### config.mk
export PLATFORM = sky130hd
export DESIGN_NAME = cgoc_top
export DESIGN_NICKNAME = d
export VERILOG_FILES = /design/src/pkg/cgoc_pkg.sv /design/src/core/cgoc_top.sv /design/src/core/cgoc_settle.sv
export SDC_FILE = /design/constraint.sdc
export NUM_CORES = 1
export LEC_CHECK = 0
export ABC_AREA = 1
export BUFFER_PORTS_ARGS = -buffer_cell sky130_fd_sc_hd__buf_2
export CORE_MARGIN = 5
export CORE_UTILIZATION = 35
export CTS_CLUSTER_SIZE = 10
export DETAILED_ROUTE_END_ITERATION = 10
export PLACE_DENSITY_LB_ADDON = 0.05
export SKIP_CTS_REPAIR_TIMING = 1
export SLEW_MARGIN = 20
export SYNTH_ARGS = -nofsm -noshare
export SYNTH_HDL_FRONTEND = slang
export SYNTH_SLANG_ARGS = --single-unit
### constraint.sdc
create_clock -name CLK -period 1.95 [get_ports CLK]
set_input_delay 0.0975 -clock CLK [delete_from_list [all_inputs] [get_ports CLK]]
set_output_delay 0.0975 -clock CLK [all_outputs]
set_load 0.01 [all_outputs]
### src/pkg/cgoc_pkg.sv
// package: register map, field positions, reset values and encodings of the clock gate block
package cgoc_pkg;

	localparam int unsigned CGOC_ADDR_W = 12;
	localparam int unsigned CGOC_DATA_W = 32;
	localparam int unsigned CGOC_REG_W  = 16;
	localparam int unsigned CGOC_NOSC   = 3;
	localparam int unsigned CGOC_NEVT   = 4;

	// byte addresses
	localparam logic [11:0] CGOC_GATE_OFS = 12'h0410;
	localparam logic [11:0] CGOC_KEY_OFS  = 12'h0a0c;
	localparam logic [11:0] CGOC_OSC_OFS  = 12'h0a10;
	localparam logic [11:0] CGOC_CHOP_OFS = 12'h0a70;
	localparam logic [11:0] CGOC_STAT_OFS = 12'h0a80;
	localparam logic [11:0] CGOC_MASK_OFS = 12'h0a84;

	// chop_and_timer_clock_disable fields
	localparam int unsigned CGOC_CHOP_OFF_BIT  = 2;
	localparam int unsigned CGOC_SLEEP_OFF_BIT = 1;
	localparam int unsigned CGOC_CHOP_W        = 3;
	localparam logic [2:0]  CGOC_CHOP_RST      = 3'h4;

	// clock_gate_enable fields
	localparam int unsigned CGOC_FRONT_OFF_BIT = 5;
	localparam int unsigned CGOC_GATE_W        = 10;
	localparam logic [9:0]  CGOC_GATE_RST      = 10'h01c0;

	// oscillator_unlock_key
	localparam logic [15:0] CGOC_KEY_RST    = 16'h0000;
	localparam logic [15:0] CGOC_UNLOCK_KEY = 16'hcb14;

	// oscillator_control fields
	localparam int unsigned CGOC_EN_LSB     = 0;
	localparam int unsigned CGOC_STABLE_LSB = 8;
	localparam logic [2:0]  CGOC_OSC_EN_RST = 3'h3;

	// event status bits: 2..0 oscillator settled, 3 locked write dropped
	localparam int unsigned CGOC_EVT_REJECT = 3;
	localparam logic [3:0]  CGOC_EVT_RST    = 4'h0;

	localparam logic [1:0] CGOC_RESP_OKAY   = 2'h0;
	localparam logic [1:0] CGOC_RESP_SLVERR = 2'h2;

	typedef enum logic [2:0] {
		CGOC_SEL_NONE,
		CGOC_SEL_GATE,
		CGOC_SEL_KEY,
		CGOC_SEL_OSC,
		CGOC_SEL_CHOP,
		CGOC_SEL_STAT,
		CGOC_SEL_MASK
	} cgoc_sel_t;

endpackage : cgoc_pkg

### src/core/cgoc_top.sv
// module: clock gating, key-protected oscillator enables and control over AXI4-Lite
module cgoc_top
	import cgoc_pkg::*;
#(
	parameter int unsigned NOSC = CGOC_NOSC
) (
	input  wire logic                   CLK,
	input  wire logic                   RESETN,
	input  wire logic [CGOC_ADDR_W-1:0] S_AXI_AWADDR,
	input  wire logic [2:0]             S_AXI_AWPROT,
	input  wire logic                   S_AXI_AWVALID,
	output logic                        S_AXI_AWREADY,
	input  wire logic [CGOC_DATA_W-1:0] S_AXI_WDATA,
	input  wire logic [3:0]             S_AXI_WSTRB,
	input  wire logic                   S_AXI_WVALID,
	output logic                        S_AXI_WREADY,
	output logic [1:0]                  S_AXI_BRESP,
	output logic                        S_AXI_BVALID,
	input  wire logic                   S_AXI_BREADY,
	input  wire logic [CGOC_ADDR_W-1:0] S_AXI_ARADDR,
	input  wire logic [2:0]             S_AXI_ARPROT,
	input  wire logic                   S_AXI_ARVALID,
	output logic                        S_AXI_ARREADY,
	output logic [CGOC_DATA_W-1:0]      S_AXI_RDATA,
	output logic [1:0]                  S_AXI_RRESP,
	output logic                        S_AXI_RVALID,
	input  wire logic                   S_AXI_RREADY,
	input  wire logic [NOSC-1:0]        OSC_READY_ASYNC,
	output logic                        CHOP_CLK_OFF,
	output logic                        SLEEP_TIMER_CLK_OFF,
	output logic                        FRONTEND_CTRL_CLK_OFF,
	output logic [CGOC_GATE_W-1:0]      CLK_GATE_ENABLE,
	output logic                        SLOW_OSC_ENABLE,
	output logic                        FAST_OSC_ENABLE,
	output logic                        CRYSTAL_ENABLE,
	output logic                        IRQ
);

	function automatic cgoc_sel_t cgoc_decode(input logic [CGOC_ADDR_W-1:0] addr);
		cgoc_sel_t sel;
		case (addr)
			CGOC_GATE_OFS: sel = CGOC_SEL_GATE;
			CGOC_KEY_OFS:  sel = CGOC_SEL_KEY;
			CGOC_OSC_OFS:  sel = CGOC_SEL_OSC;
			CGOC_CHOP_OFS: sel = CGOC_SEL_CHOP;
			CGOC_STAT_OFS: sel = CGOC_SEL_STAT;
			CGOC_MASK_OFS: sel = CGOC_SEL_MASK;
			default:       sel = CGOC_SEL_NONE;
		endcase
		return sel;
	endfunction : cgoc_decode

	// merge write data into a 16-bit register under the two low byte strobes
	function automatic logic [CGOC_REG_W-1:0] cgoc_merge(
		input logic [CGOC_REG_W-1:0] old,
		input logic [CGOC_DATA_W-1:0] data,
		input logic [3:0]             strb
	);
		logic [CGOC_REG_W-1:0] res;
		res = old;
		if (strb[0]) begin
			res[7:0] = data[7:0];
		end
		if (strb[1]) begin
			res[15:8] = data[15:8];
		end
		return res;
	endfunction : cgoc_merge

	logic                   aw_full_r;
	logic                   w_full_r;
	logic                   ar_full_r;
	logic [CGOC_ADDR_W-1:0] wr_addr_r;
	logic [CGOC_DATA_W-1:0] wr_data_r;
	logic [3:0]             wr_strb_r;
	logic [CGOC_ADDR_W-1:0] rd_addr_r;
	logic                   awready_r;
	logic                   wready_r;
	logic                   arready_r;
	logic                   bvalid_r;
	logic [1:0]             bresp_r;
	logic                   rvalid_r;
	logic [1:0]             rresp_r;
	logic [CGOC_DATA_W-1:0] rdata_r;

	logic [CGOC_CHOP_W-1:0] chop_r;
	logic [CGOC_GATE_W-1:0] gate_r;
	logic [CGOC_REG_W-1:0]  key_r;
	logic                   unlocked_r;
	logic [NOSC-1:0]        osc_en_r;
	logic [CGOC_NEVT-1:0]   status_r;
	logic [CGOC_NEVT-1:0]   mask_r;
	logic                   irq_r;

	logic                   aw_hs;
	logic                   w_hs;
	logic                   ar_hs;
	logic                   do_write;
	logic                   do_read;
	logic                   aw_full_nxt;
	logic                   w_full_nxt;
	logic                   ar_full_nxt;
	cgoc_sel_t              wr_sel;
	cgoc_sel_t              rd_sel;
	logic [CGOC_REG_W-1:0]  wr_val;
	logic                   key_match;
	logic                   osc_reject;
	logic [NOSC-1:0]        osc_stable;
	logic [NOSC-1:0]        osc_settled;
	logic [CGOC_NEVT-1:0]   events;
	logic [CGOC_NEVT-1:0]   status_nxt;
	logic [CGOC_REG_W-1:0]  rd_val;
	logic [CGOC_REG_W-1:0]  chop_mrg;
	logic [CGOC_REG_W-1:0]  gate_mrg;
	logic [CGOC_REG_W-1:0]  mask_mrg;
	logic [CGOC_REG_W-1:0]  osc_mrg;

	assign aw_hs       = S_AXI_AWVALID & awready_r;
	assign w_hs        = S_AXI_WVALID & wready_r;
	assign ar_hs       = S_AXI_ARVALID & arready_r;
	assign do_write    = aw_full_r & w_full_r & ~bvalid_r;
	assign do_read     = ar_full_r & ~rvalid_r;
	assign aw_full_nxt = (aw_full_r & ~do_write) | aw_hs;
	assign w_full_nxt  = (w_full_r & ~do_write) | w_hs;
	assign ar_full_nxt = (ar_full_r & ~do_read) | ar_hs;
	assign wr_sel      = cgoc_decode(wr_addr_r);
	assign rd_sel      = cgoc_decode(rd_addr_r);
	assign wr_val      = cgoc_merge(CGOC_REG_W'(0), wr_data_r, wr_strb_r);
	// merged words are formed apart, a function result cannot be sliced in place
	assign chop_mrg    = cgoc_merge(CGOC_REG_W'(chop_r), wr_data_r, wr_strb_r);
	assign gate_mrg    = cgoc_merge(CGOC_REG_W'(gate_r), wr_data_r, wr_strb_r);
	assign mask_mrg    = cgoc_merge(CGOC_REG_W'(mask_r), wr_data_r, wr_strb_r);
	assign osc_mrg     = cgoc_merge(CGOC_REG_W'(osc_en_r), wr_data_r, wr_strb_r);
	// a partial key write can never unlock
	assign key_match   = (wr_strb_r[1:0] == 2'b11) && (wr_val == CGOC_UNLOCK_KEY);
	assign osc_reject  = do_write && (wr_sel == CGOC_SEL_OSC) && !unlocked_r;

	// write address and data are held independently, so either may come first
	always_ff @(posedge CLK) begin
		if (!RESETN) begin
			aw_full_r <= 1'b0;
			w_full_r  <= 1'b0;
			awready_r <= 1'b0;
			wready_r  <= 1'b0;
			wr_addr_r <= '0;
			wr_data_r <= '0;
			wr_strb_r <= '0;
		end else begin
			aw_full_r <= aw_full_nxt;
			w_full_r  <= w_full_nxt;
			awready_r <= ~aw_full_nxt;
			wready_r  <= ~w_full_nxt;
			if (aw_hs) begin
				wr_addr_r <= {S_AXI_AWADDR[CGOC_ADDR_W-1:2], 2'b00};
			end
			if (w_hs) begin
				wr_data_r <= S_AXI_WDATA;
				wr_strb_r <= S_AXI_WSTRB;
			end
		end
	end

	always_ff @(posedge CLK) begin
		if (!RESETN) begin
			bvalid_r <= 1'b0;
			bresp_r  <= CGOC_RESP_OKAY;
		end else if (do_write) begin
			bvalid_r <= 1'b1;
			bresp_r  <= (wr_sel == CGOC_SEL_NONE) ? CGOC_RESP_SLVERR : CGOC_RESP_OKAY;
		end else if (S_AXI_BREADY) begin
			bvalid_r <= 1'b0;
		end
	end

	always_ff @(posedge CLK) begin
		if (!RESETN) begin
			chop_r <= CGOC_CHOP_RST;
			gate_r <= CGOC_GATE_RST;
			key_r  <= CGOC_KEY_RST;
			mask_r <= CGOC_EVT_RST;
		end else if (do_write) begin
			case (wr_sel)
				CGOC_SEL_CHOP: chop_r <= chop_mrg[CGOC_CHOP_W-1:0];
				CGOC_SEL_GATE: gate_r <= gate_mrg[CGOC_GATE_W-1:0];
				CGOC_SEL_KEY:  key_r  <= cgoc_merge(key_r, wr_data_r, wr_strb_r);
				CGOC_SEL_MASK: mask_r <= mask_mrg[CGOC_NEVT-1:0];
				default: begin
				end
			endcase
		end
	end

	// the lock opens for exactly one following write; any write, even unmapped, closes it
	always_ff @(posedge CLK) begin
		if (!RESETN) begin
			unlocked_r <= 1'b0;
		end else if (do_write) begin
			unlocked_r <= (wr_sel == CGOC_SEL_KEY) && key_match;
		end
	end

	always_ff @(posedge CLK) begin
		if (!RESETN) begin
			osc_en_r <= NOSC'(CGOC_OSC_EN_RST);
		end else if (do_write && (wr_sel == CGOC_SEL_OSC) && unlocked_r) begin
			osc_en_r <= osc_mrg[CGOC_EN_LSB +: NOSC];
		end
	end

	genvar gi;
	generate
		for (gi = 0; gi < NOSC; gi++) begin : g_osc
			cgoc_settle u_settle (
				.clk          (CLK),
				.resetn       (RESETN),
				.enable       (osc_en_r[gi]),
				.ready_async  (OSC_READY_ASYNC[gi]),
				.stable       (osc_stable[gi]),
				.settle_pulse (osc_settled[gi])
			);
		end
	endgenerate

	// a new event in the clearing cycle survives the clear
	always_comb begin
		events = '0;
		events[NOSC-1:0] = osc_settled;
		events[CGOC_EVT_REJECT] = osc_reject;
		status_nxt = status_r;
		if (do_write && (wr_sel == CGOC_SEL_STAT)) begin
			status_nxt = status_r & ~wr_val[CGOC_NEVT-1:0];
		end
		status_nxt = status_nxt | events;
	end

	always_ff @(posedge CLK) begin
		if (!RESETN) begin
			status_r <= CGOC_EVT_RST;
			irq_r    <= 1'b0;
		end else begin
			status_r <= status_nxt;
			irq_r    <= |(status_nxt & mask_r);
		end
	end

	always_comb begin
		rd_val = '0;
		case (rd_sel)
			CGOC_SEL_CHOP: rd_val[CGOC_CHOP_W-1:0] = chop_r;
			CGOC_SEL_GATE: rd_val[CGOC_GATE_W-1:0] = gate_r;
			CGOC_SEL_KEY:  rd_val = key_r;
			CGOC_SEL_OSC: begin
				rd_val[CGOC_EN_LSB +: NOSC]     = osc_en_r;
				rd_val[CGOC_STABLE_LSB +: NOSC] = osc_stable;
			end
			CGOC_SEL_STAT: rd_val[CGOC_NEVT-1:0] = status_r;
			CGOC_SEL_MASK: rd_val[CGOC_NEVT-1:0] = mask_r;
			default:       rd_val = '0;
		endcase
	end

	// reads never touch the lock, so polling does not break a key sequence
	always_ff @(posedge CLK) begin
		if (!RESETN) begin
			ar_full_r <= 1'b0;
			arready_r <= 1'b0;
			rd_addr_r <= '0;
		end else begin
			ar_full_r <= ar_full_nxt;
			arready_r <= ~ar_full_nxt;
			if (ar_hs) begin
				rd_addr_r <= {S_AXI_ARADDR[CGOC_ADDR_W-1:2], 2'b00};
			end
		end
	end

	always_ff @(posedge CLK) begin
		if (!RESETN) begin
			rvalid_r <= 1'b0;
			rresp_r  <= CGOC_RESP_OKAY;
			rdata_r  <= '0;
		end else if (do_read) begin
			rvalid_r <= 1'b1;
			rresp_r  <= (rd_sel == CGOC_SEL_NONE) ? CGOC_RESP_SLVERR : CGOC_RESP_OKAY;
			rdata_r  <= CGOC_DATA_W'(rd_val);
		end else if (S_AXI_RREADY) begin
			rvalid_r <= 1'b0;
		end
	end

	assign S_AXI_AWREADY         = awready_r;
	assign S_AXI_WREADY          = wready_r;
	assign S_AXI_BVALID          = bvalid_r;
	assign S_AXI_BRESP           = bresp_r;
	assign S_AXI_ARREADY         = arready_r;
	assign S_AXI_RVALID          = rvalid_r;
	assign S_AXI_RRESP           = rresp_r;
	assign S_AXI_RDATA           = rdata_r;
	assign CHOP_CLK_OFF          = chop_r[CGOC_CHOP_OFF_BIT];
	assign SLEEP_TIMER_CLK_OFF   = chop_r[CGOC_SLEEP_OFF_BIT];
	assign FRONTEND_CTRL_CLK_OFF = gate_r[CGOC_FRONT_OFF_BIT];
	assign CLK_GATE_ENABLE       = gate_r;
	assign SLOW_OSC_ENABLE       = osc_en_r[0];
	assign FAST_OSC_ENABLE       = osc_en_r[1];
	assign CRYSTAL_ENABLE        = osc_en_r[2];
	assign IRQ                   = irq_r;

endmodule : cgoc_top

### src/core/cgoc_settle.sv
// module: oscillator ready synchroniser and one-shot settle flag
module cgoc_settle (
	input  wire logic clk,
	input  wire logic resetn,
	input  wire logic enable,
	input  wire logic ready_async,
	output logic      stable,
	output logic      settle_pulse
);

	logic sync1_r;
	logic sync2_r;
	logic sync3_r;
	logic ready_r;
	logic stable_r;
	logic pulse_r;

	always_ff @(posedge clk) begin
		if (!resetn) begin
			sync1_r <= 1'b0;
			sync2_r <= 1'b0;
			sync3_r <= 1'b0;
		end else begin
			sync1_r <= ready_async;
			sync2_r <= sync1_r;
			sync3_r <= sync2_r;
		end
	end

	// a change is taken only when the last two stages agree
	always_ff @(posedge clk) begin
		if (!resetn) begin
			ready_r <= 1'b0;
		end else if (sync2_r == sync3_r) begin
			ready_r <= sync3_r;
		end
	end

	// flag latches on first settle and ignores later loss while enabled
	always_ff @(posedge clk) begin
		if (!resetn) begin
			stable_r <= 1'b0;
			pulse_r  <= 1'b0;
		end else if (!enable) begin
			stable_r <= 1'b0;
			pulse_r  <= 1'b0;
		end else begin
			if (ready_r) begin
				stable_r <= 1'b1;
			end
			pulse_r <= ready_r & ~stable_r;
		end
	end

	assign stable       = stable_r;
	assign settle_pulse = pulse_r;

endmodule : cgoc_settle

## After elaboration in Yosys (flattened, before gate mapping)

Index checks and enable logic that the tools add are counted.

- Register bits after elaboration: 126
- Input bits: 76
- Output and inout bits: 58
- Word-level logic and storage cells: 140

- Equality and inequality tests: 29
- Muxes and demuxes: 17
- Bitwise logic cells: 29
- Reductions and logical operators: 22

Operators with widths:

| operator | number |
|---|---|
| 10-bit equality test, second input constant | 10 |
| 3-bit case mux with 6 select lines | 3 |
| 10-bit by 9-bit equality test with 1-bit output, second input constant | 2 |
| 3-bit equality test, second input constant | 6 |
| 3-bit AND reduction | 6 |
| 16-bit equality test, second input constant | 1 |
| 8-bit two-way mux | 2 |
| 1-bit AND | 12 |
| 3-bit by 2-bit equality test with 1-bit output, second input constant | 4 |
| 1-bit inverter | 10 |
| 4-bit AND | 2 |
| 4-bit case mux with 2 select lines | 1 |
| 2-bit AND reduction | 4 |
| 3-bit by 1-bit equality test with 1-bit output, second input constant | 2 |
| 1-bit logical AND | 6 |
| 3-bit logical NOT | 2 |
| 2-bit case mux with 3 select lines | 1 |
| 5-bit two-way mux | 1 |
| 1-bit two-way mux | 4 |
| 2-bit two-way mux | 2 |
| 4-bit two-way mux | 1 |
| 4-bit inverter | 1 |
| 4-bit OR | 1 |
| 1-bit case mux with 4 select lines | 1 |
| 7 further kinds | 12 |

## Longest topological paths before layout

- Depth in word-level cells: 8
- Gate-level depth with buffers: 11
- Mapped depth without buffers: 11

## Hierarchy

Synthesis repeated with hierarchy kept, for this count alone.

- Cells, all modules: 693
- Area total of the unflattened synthesis: 5,296.3 um^2

Modules (own cells, without submodules):

| module | times used | cells each | area each (um^2) | seq. area each (um^2) |
|---|---|---|---|---|
| cgoc_top | 1 | 636 | 4,748.3 | 2,122.0 |
| cgoc_settle | 3 | 19 | 182.7 | 120.1 |

## Worst setup path after synthesis

Ideal clock, no wire load.

- Path type: reg-to-reg
- Start point: register wr_addr_r[2]
- End point: register irq_r, in the netlist IRQ
- Setup time: 0.128 ns
- Arrival time: 1.206 ns
- Required time: 1.822 ns
- Slack: 0.616 ns
- Stages on the path, launching flop included: 11
- Path buffers: 0
- Clock period less this slack: 1.334 ns
- Path through: dfxtp_1 > nor2_2 > nand2_1 > nor2_4 > nand3_2 > nand2_1 > nand3_1 > nand2_1 > nand2_1 > nor2_1 > nor2_1

- Cells in the longest elaborated chain, start to end: 8
- Elaborated cells between the ends (all ways): 16
- Classes of those cells: eq/ne: 8; mux: 2; bitwise: 2; reduce/logical: 4

RTL lines:

| what | RTL line | RTL |
|---|---|---|
| from (decl) | cgoc_top.sv:73 | `logic [CGOC_ADDR_W-1:0] wr_addr_r;` |
| from (signal assigned) | cgoc_top.sv:154 | `wr_addr_r <= {S_AXI_AWADDR[CGOC_ADDR_W-1:2], 2'b00};` |
| 10-bit equality test / 10-bit by 9-bit equality test with 1-bit output (equally long branches) | cgoc_top.sv:41 | `case (addr)` |
| 3-bit case mux with 6 select lines (*) | cgoc_top.sv:41 |  |
| 3-bit equality test / 3-bit by 2-bit equality test with 1-bit output (equally long branches) | cgoc_top.sv:230, cgoc_top.sv:136 |  |
| 1-bit logical AND (on tied branches) | cgoc_top.sv:230, cgoc_top.sv:136 |  |
| 4-bit two-way mux / 1-bit logical AND (equally long branches) | cgoc_top.sv:230, cgoc_top.sv:136 |  |
| 4-bit OR (*) | cgoc_top.sv:233 | `status_nxt = status_nxt \| events;` |
| 4-bit AND (*) | cgoc_top.sv:242 | `irq_r <= \|(status_nxt & mask_r);` |
| 4-bit OR reduction (*) | cgoc_top.sv:242 |  |
| to (signal assigned) | cgoc_top.sv:242 |  |
| to (decl) | cgoc_top.sv:93 | `logic irq_r;` |

Mark *: on every way between the ends. The rest lies on a longest branch, timed or not.
A chain may end at the register's enable or synchronous reset.

## Final worst setup path

- Start point: register w_full_r
- End point: register gate_r[6], in the netlist CLK_GATE_ENABLE[6]

- Cells in the longest elaborated chain, start to end: 3

RTL lines:

| what | RTL line | RTL |
|---|---|---|
| from (decl) | cgoc_top.sv:71 | `logic w_full_r;` |
| from (signal assigned) | cgoc_top.sv:150 | `w_full_r <= w_full_nxt;` |
| 1-bit AND (2 in a row) | cgoc_top.sv:121 | `assign do_write = aw_full_r & w_full_r & ~bvalid_r;` |
| 3-bit AND reduction (no line) | n/a |  |
| to (signal assigned) | cgoc_top.sv:184 | `CGOC_SEL_GATE: gate_r <= gate_mrg[CGOC_GATE_W-1:0];` |
| to (decl) | cgoc_top.sv:87 | `logic [CGOC_GATE_W-1:0] gate_r;` |

No other way between the ends.

==> results.md <==
* RR Startpoint: w_full_r
* Peak supply drop at between 600 and 700 µV
* Final Worst Setup Slack at between 0.2 and 0.3 ns
* Critical path's top delay family: simple AND/OR/NAND/NOR gates
* Via count at 4,751
* Worst Min Path Start: S_AXI_WDATA[11]
* Asr flop ratio synth at 0%
* Placed Cells at about 950
* Sequential share of the synthesized area at 46.3%
* # IOs at around 130
* Worst Skew at 0.0164 ns
* Clk Latency, worst-skew pair at 0.41 ns
* Die area at 0.0179 mm²
* Layout Utilization at about 44%
* Initial Util at a little over a third
* Buf/Inv on CP at 3
* Post-Layout Cell Count at slightly above 1k
* Pre-CTS setup slack at around 0.24 ns
* Sequential Power Share at between 40% and 50%
* Slew @ Worst Pin at slightly above 0.6 ns
* DR pass1 iterations at 5
* Synth-to-Final Area Change at 24.9%
* Max_cap viols at 0
* CP peak stage delay at roughly 0.36 ns
* Total Neg Setup Slack at 0 ns
* Clock share of power at roughly half
* Worst rel slew slack at between 50% and 60%
* Critical Path RT at around 2.2 ns
* Post-synth top area cell: dfxtp_1
* #FFs+latches synth at approximately 120
* Hold slack at -0.0306 ns
* Largest net degree at the start of global routing at just under 90
* DR vias/cell at approximately 4.7
* Post-synth EDFFs at 0
* Syn_area_per_cell at 7.66 µm²
* Initial antenna violation count at 0
* CTS sink cnt at between 100 and 150
* DRC at 0
* Status: finished with violations
* Failing checks: negative hold slack
* Number of global-route vias before repair at ~4.3k
* Worst Path Class, Setup: reg2reg
* Comb power frac at under 10%
* Die width at roughly 130 µm
* Final HPWL DP at a little over 10,000 µm
* Leak at 0.00293 µW
* Total routed wirelength at between 10,000 and 15,000 µm
* Die height at 134 µm
* Core Box Area at between 0.015 and 0.02 mm²
* HP Class: in2reg
* GPL Wtd Cong at roughly 0.83
* Sw Ratio at around a quarter
* Slew Limit Fails at 0
* Core Rows at 45
* Unrepaired setup endpoints after global routing: no
* H-Tree Level Count at 4
* I/O Buffers at between 80 and 90
* Gr ovfl total at 0
* Worst setup SP type: flip-flop
* First-pass GRT wire length at 22,500 µm
* Worst-path maximum fanout at 13
* Internal Power at 4780 µW
* Drt first-iter violations at roughly 230
* Wire per inst at between 10 and 15 µm
* CP startpoint: w_full_r
* Area contributors post-synth: dfxtp_1 (46%), nand2_1 (8.0%), a21oi_1 (7.3%), o21ai_0 (5.8%), inv_1 (4.8%)
* Power Density at 929 mW/mm²
* Clk slew on worst S/H paths at roughly 0.060 ns
* Synth Instances at 700
* Synth Warn # at 0
* Critical Path, Cell by Cell: nand2_2 > nor2_8 > inv_4 > nor2_8 > inv_4 > nor2_4 > inv_1 > nand2_1 > o211ai_1
* Share of cells above drive strength 1 at about a fifth
* Crit share post-route at 87.2%
* GRT Util Overall at about 16%
* WP data arrival at 1.98 ns
* NetSw at between 1000 and 1500 µW
* TritonCTS clock tree: done
* Max Freq at a little under 600 MHz
* Setup-failing EPs final at 0
* Final hold vios at 14
* Clock Tree Buf Depth at 2
* Post-route ant nets at 0
* Tmin final at 1.70 ns
* Ys flop type: dfxtp_1
* Worst path slowest cell: dfxtp_1
* Post-synth top area share at 46.3%
* Distinct cells, synth at around 40
* Antenna Cells at 0
* Total power draw at 6230 µW
* Total Nets Final at around 900
* Worst setup EP type: flip-flop
* Root Driver: clkbuf_16
* Cell area after synthesis at approximately 0.0054 mm²
* Inserted Clock Buffers at 17
per-layer routing:
layer | vias to the layer above | GRT usage [%] | part of all wire (%) | wire (µm)
met5 | - | 0 | 0 | 0
met4 | 0 | 5.03 | 0.98 | 139
met3 | 11 | 4.84 | 5.0 | 709
met2 | 103 | 26.2 | 48 | 6790
met1 | 2130 | 20.0 | 46 | 6590
li1 | 2507 | - | - | -
state kept, by name (all words and copies together), names as in the netlist, 4 cells and up:
name,flops
wr_addr_r,10
CLK_GATE_ENABLE,10
wr_data_r,16
key_r,16
mask_r,4
status_r,4
S_AXI_RDATA,16
rd_addr_r,10
cell usage in the layout, fill, tap and decap left out, types with 3 or more instances in the layout:
master	netlist	layout
dfxtp_1	124	124
nand2_1	114	114
buf_2	3	87
a21oi_1	78	78
inv_1	68	68
o21ai_0	62	62
nor2_1	62	62
nand3_1	34	34
dlygate4sd3_1	0	23
nand4_1	22	22
conb_1	1	18
clkbuf_16	0	17
nor3_1	13	13
inv_2	8	8
nor2_4	7	7
o211ai_1	7	7
o21ai_1	7	7
buf_4	20	7
nor2_2	6	6
clkinv_2	0	6
a31oi_1	5	5
nand3_2	4	4
clkbuf_8	0	4
nor2_8	3	3
a21oi_2	3	3
nor3b_1	3	3
cells in the mapped netlist (4+ instances only):
| master | n |
|---|---|
| inv_1 | 68 |
| a21oi_1 | 78 |
| a31oi_1 | 5 |
| buf_4 | 20 |
| inv_2 | 8 |
| o21ai_1 | 7 |
| o21ai_0 | 62 |
| nand3_2 | 4 |
| nand4_1 | 22 |
| nor2_2 | 6 |
| nand2_1 | 114 |
| nor3_1 | 13 |
| o211ai_1 | 7 |
| nor2_4 | 7 |
| nand3_1 | 34 |
| nor2_1 | 62 |
| dfxtp_1 | 124 |
| clkbuf_1 | 19 |
power by group through the flow:
stage / registers [µW] / clock network [µW] / logic [µW]
floorplan: 2730 / 0 / 307
global placement: 2740 / 0 / 420
detailed placement: 2740 / 0 / 425
CTS: 2690 / 3150 / 428
global route: 2700 / 3260 / 519
finish: 2690 / 3080 / 458
logic make-up after synthesis:
family / count (synthesis) / synth area share [%]
AO/OA/AOI/OAI: 169 / 16.9
buffers and inverters: 126 / 10.8
flip-flops: 124 / 46.3
AND/OR/NAND/NOR: 280 / 26.0
other: 1 / 0.0699
stage by stage:
| stage | hold WS [ns] | cell area (µm²) |
|---|---|---|
| after floorplan | 0.195 | 5430 |
| after global placement | 0.279 | 5890 |
| after detailed placement | 0.282 | 5890 |
| after CTS | -0.154 | 6470 |
| after global routing | 0.00208 | 6700 |
| final | -0.0306 | 6700 |
area by class of cell:
class                           instances  area (µm²)
Sequential cell                       124        2480
Timing Repair Buffer                  118         738
Inverter                               79         302
Clock buffer                           23         488
Tap cell                              188         235
Clock inverter                          8        90.1
Multi-Input combinational cell        467        2370
Fill cell                            1538        8390
worst register-to-register path, cell delays in order, from the launching register on:
cell and delay (ns):
dfxtp_1 0.36, nand2_2 0.10, nor2_8 0.18, inv_4 0.12, nor2_8 0.15, inv_4 0.07
nor2_4 0.29, inv_1 0.14, nand2_1 0.08, o211ai_1 0.07
final timing paths:
path              cells past startpoint                         to  slack (ns)
setup / recovery                      9         CLK_GATE_ENABLE[6]        0.25
hold / removal                        3              wr_data_r[11]       -0.03
setup reg to reg                      9         CLK_GATE_ENABLE[6]        0.25
hold reg to reg                       2  g_osc[0].u_settle.sync2_r        0.41
(Power assumes the default switching activity.)
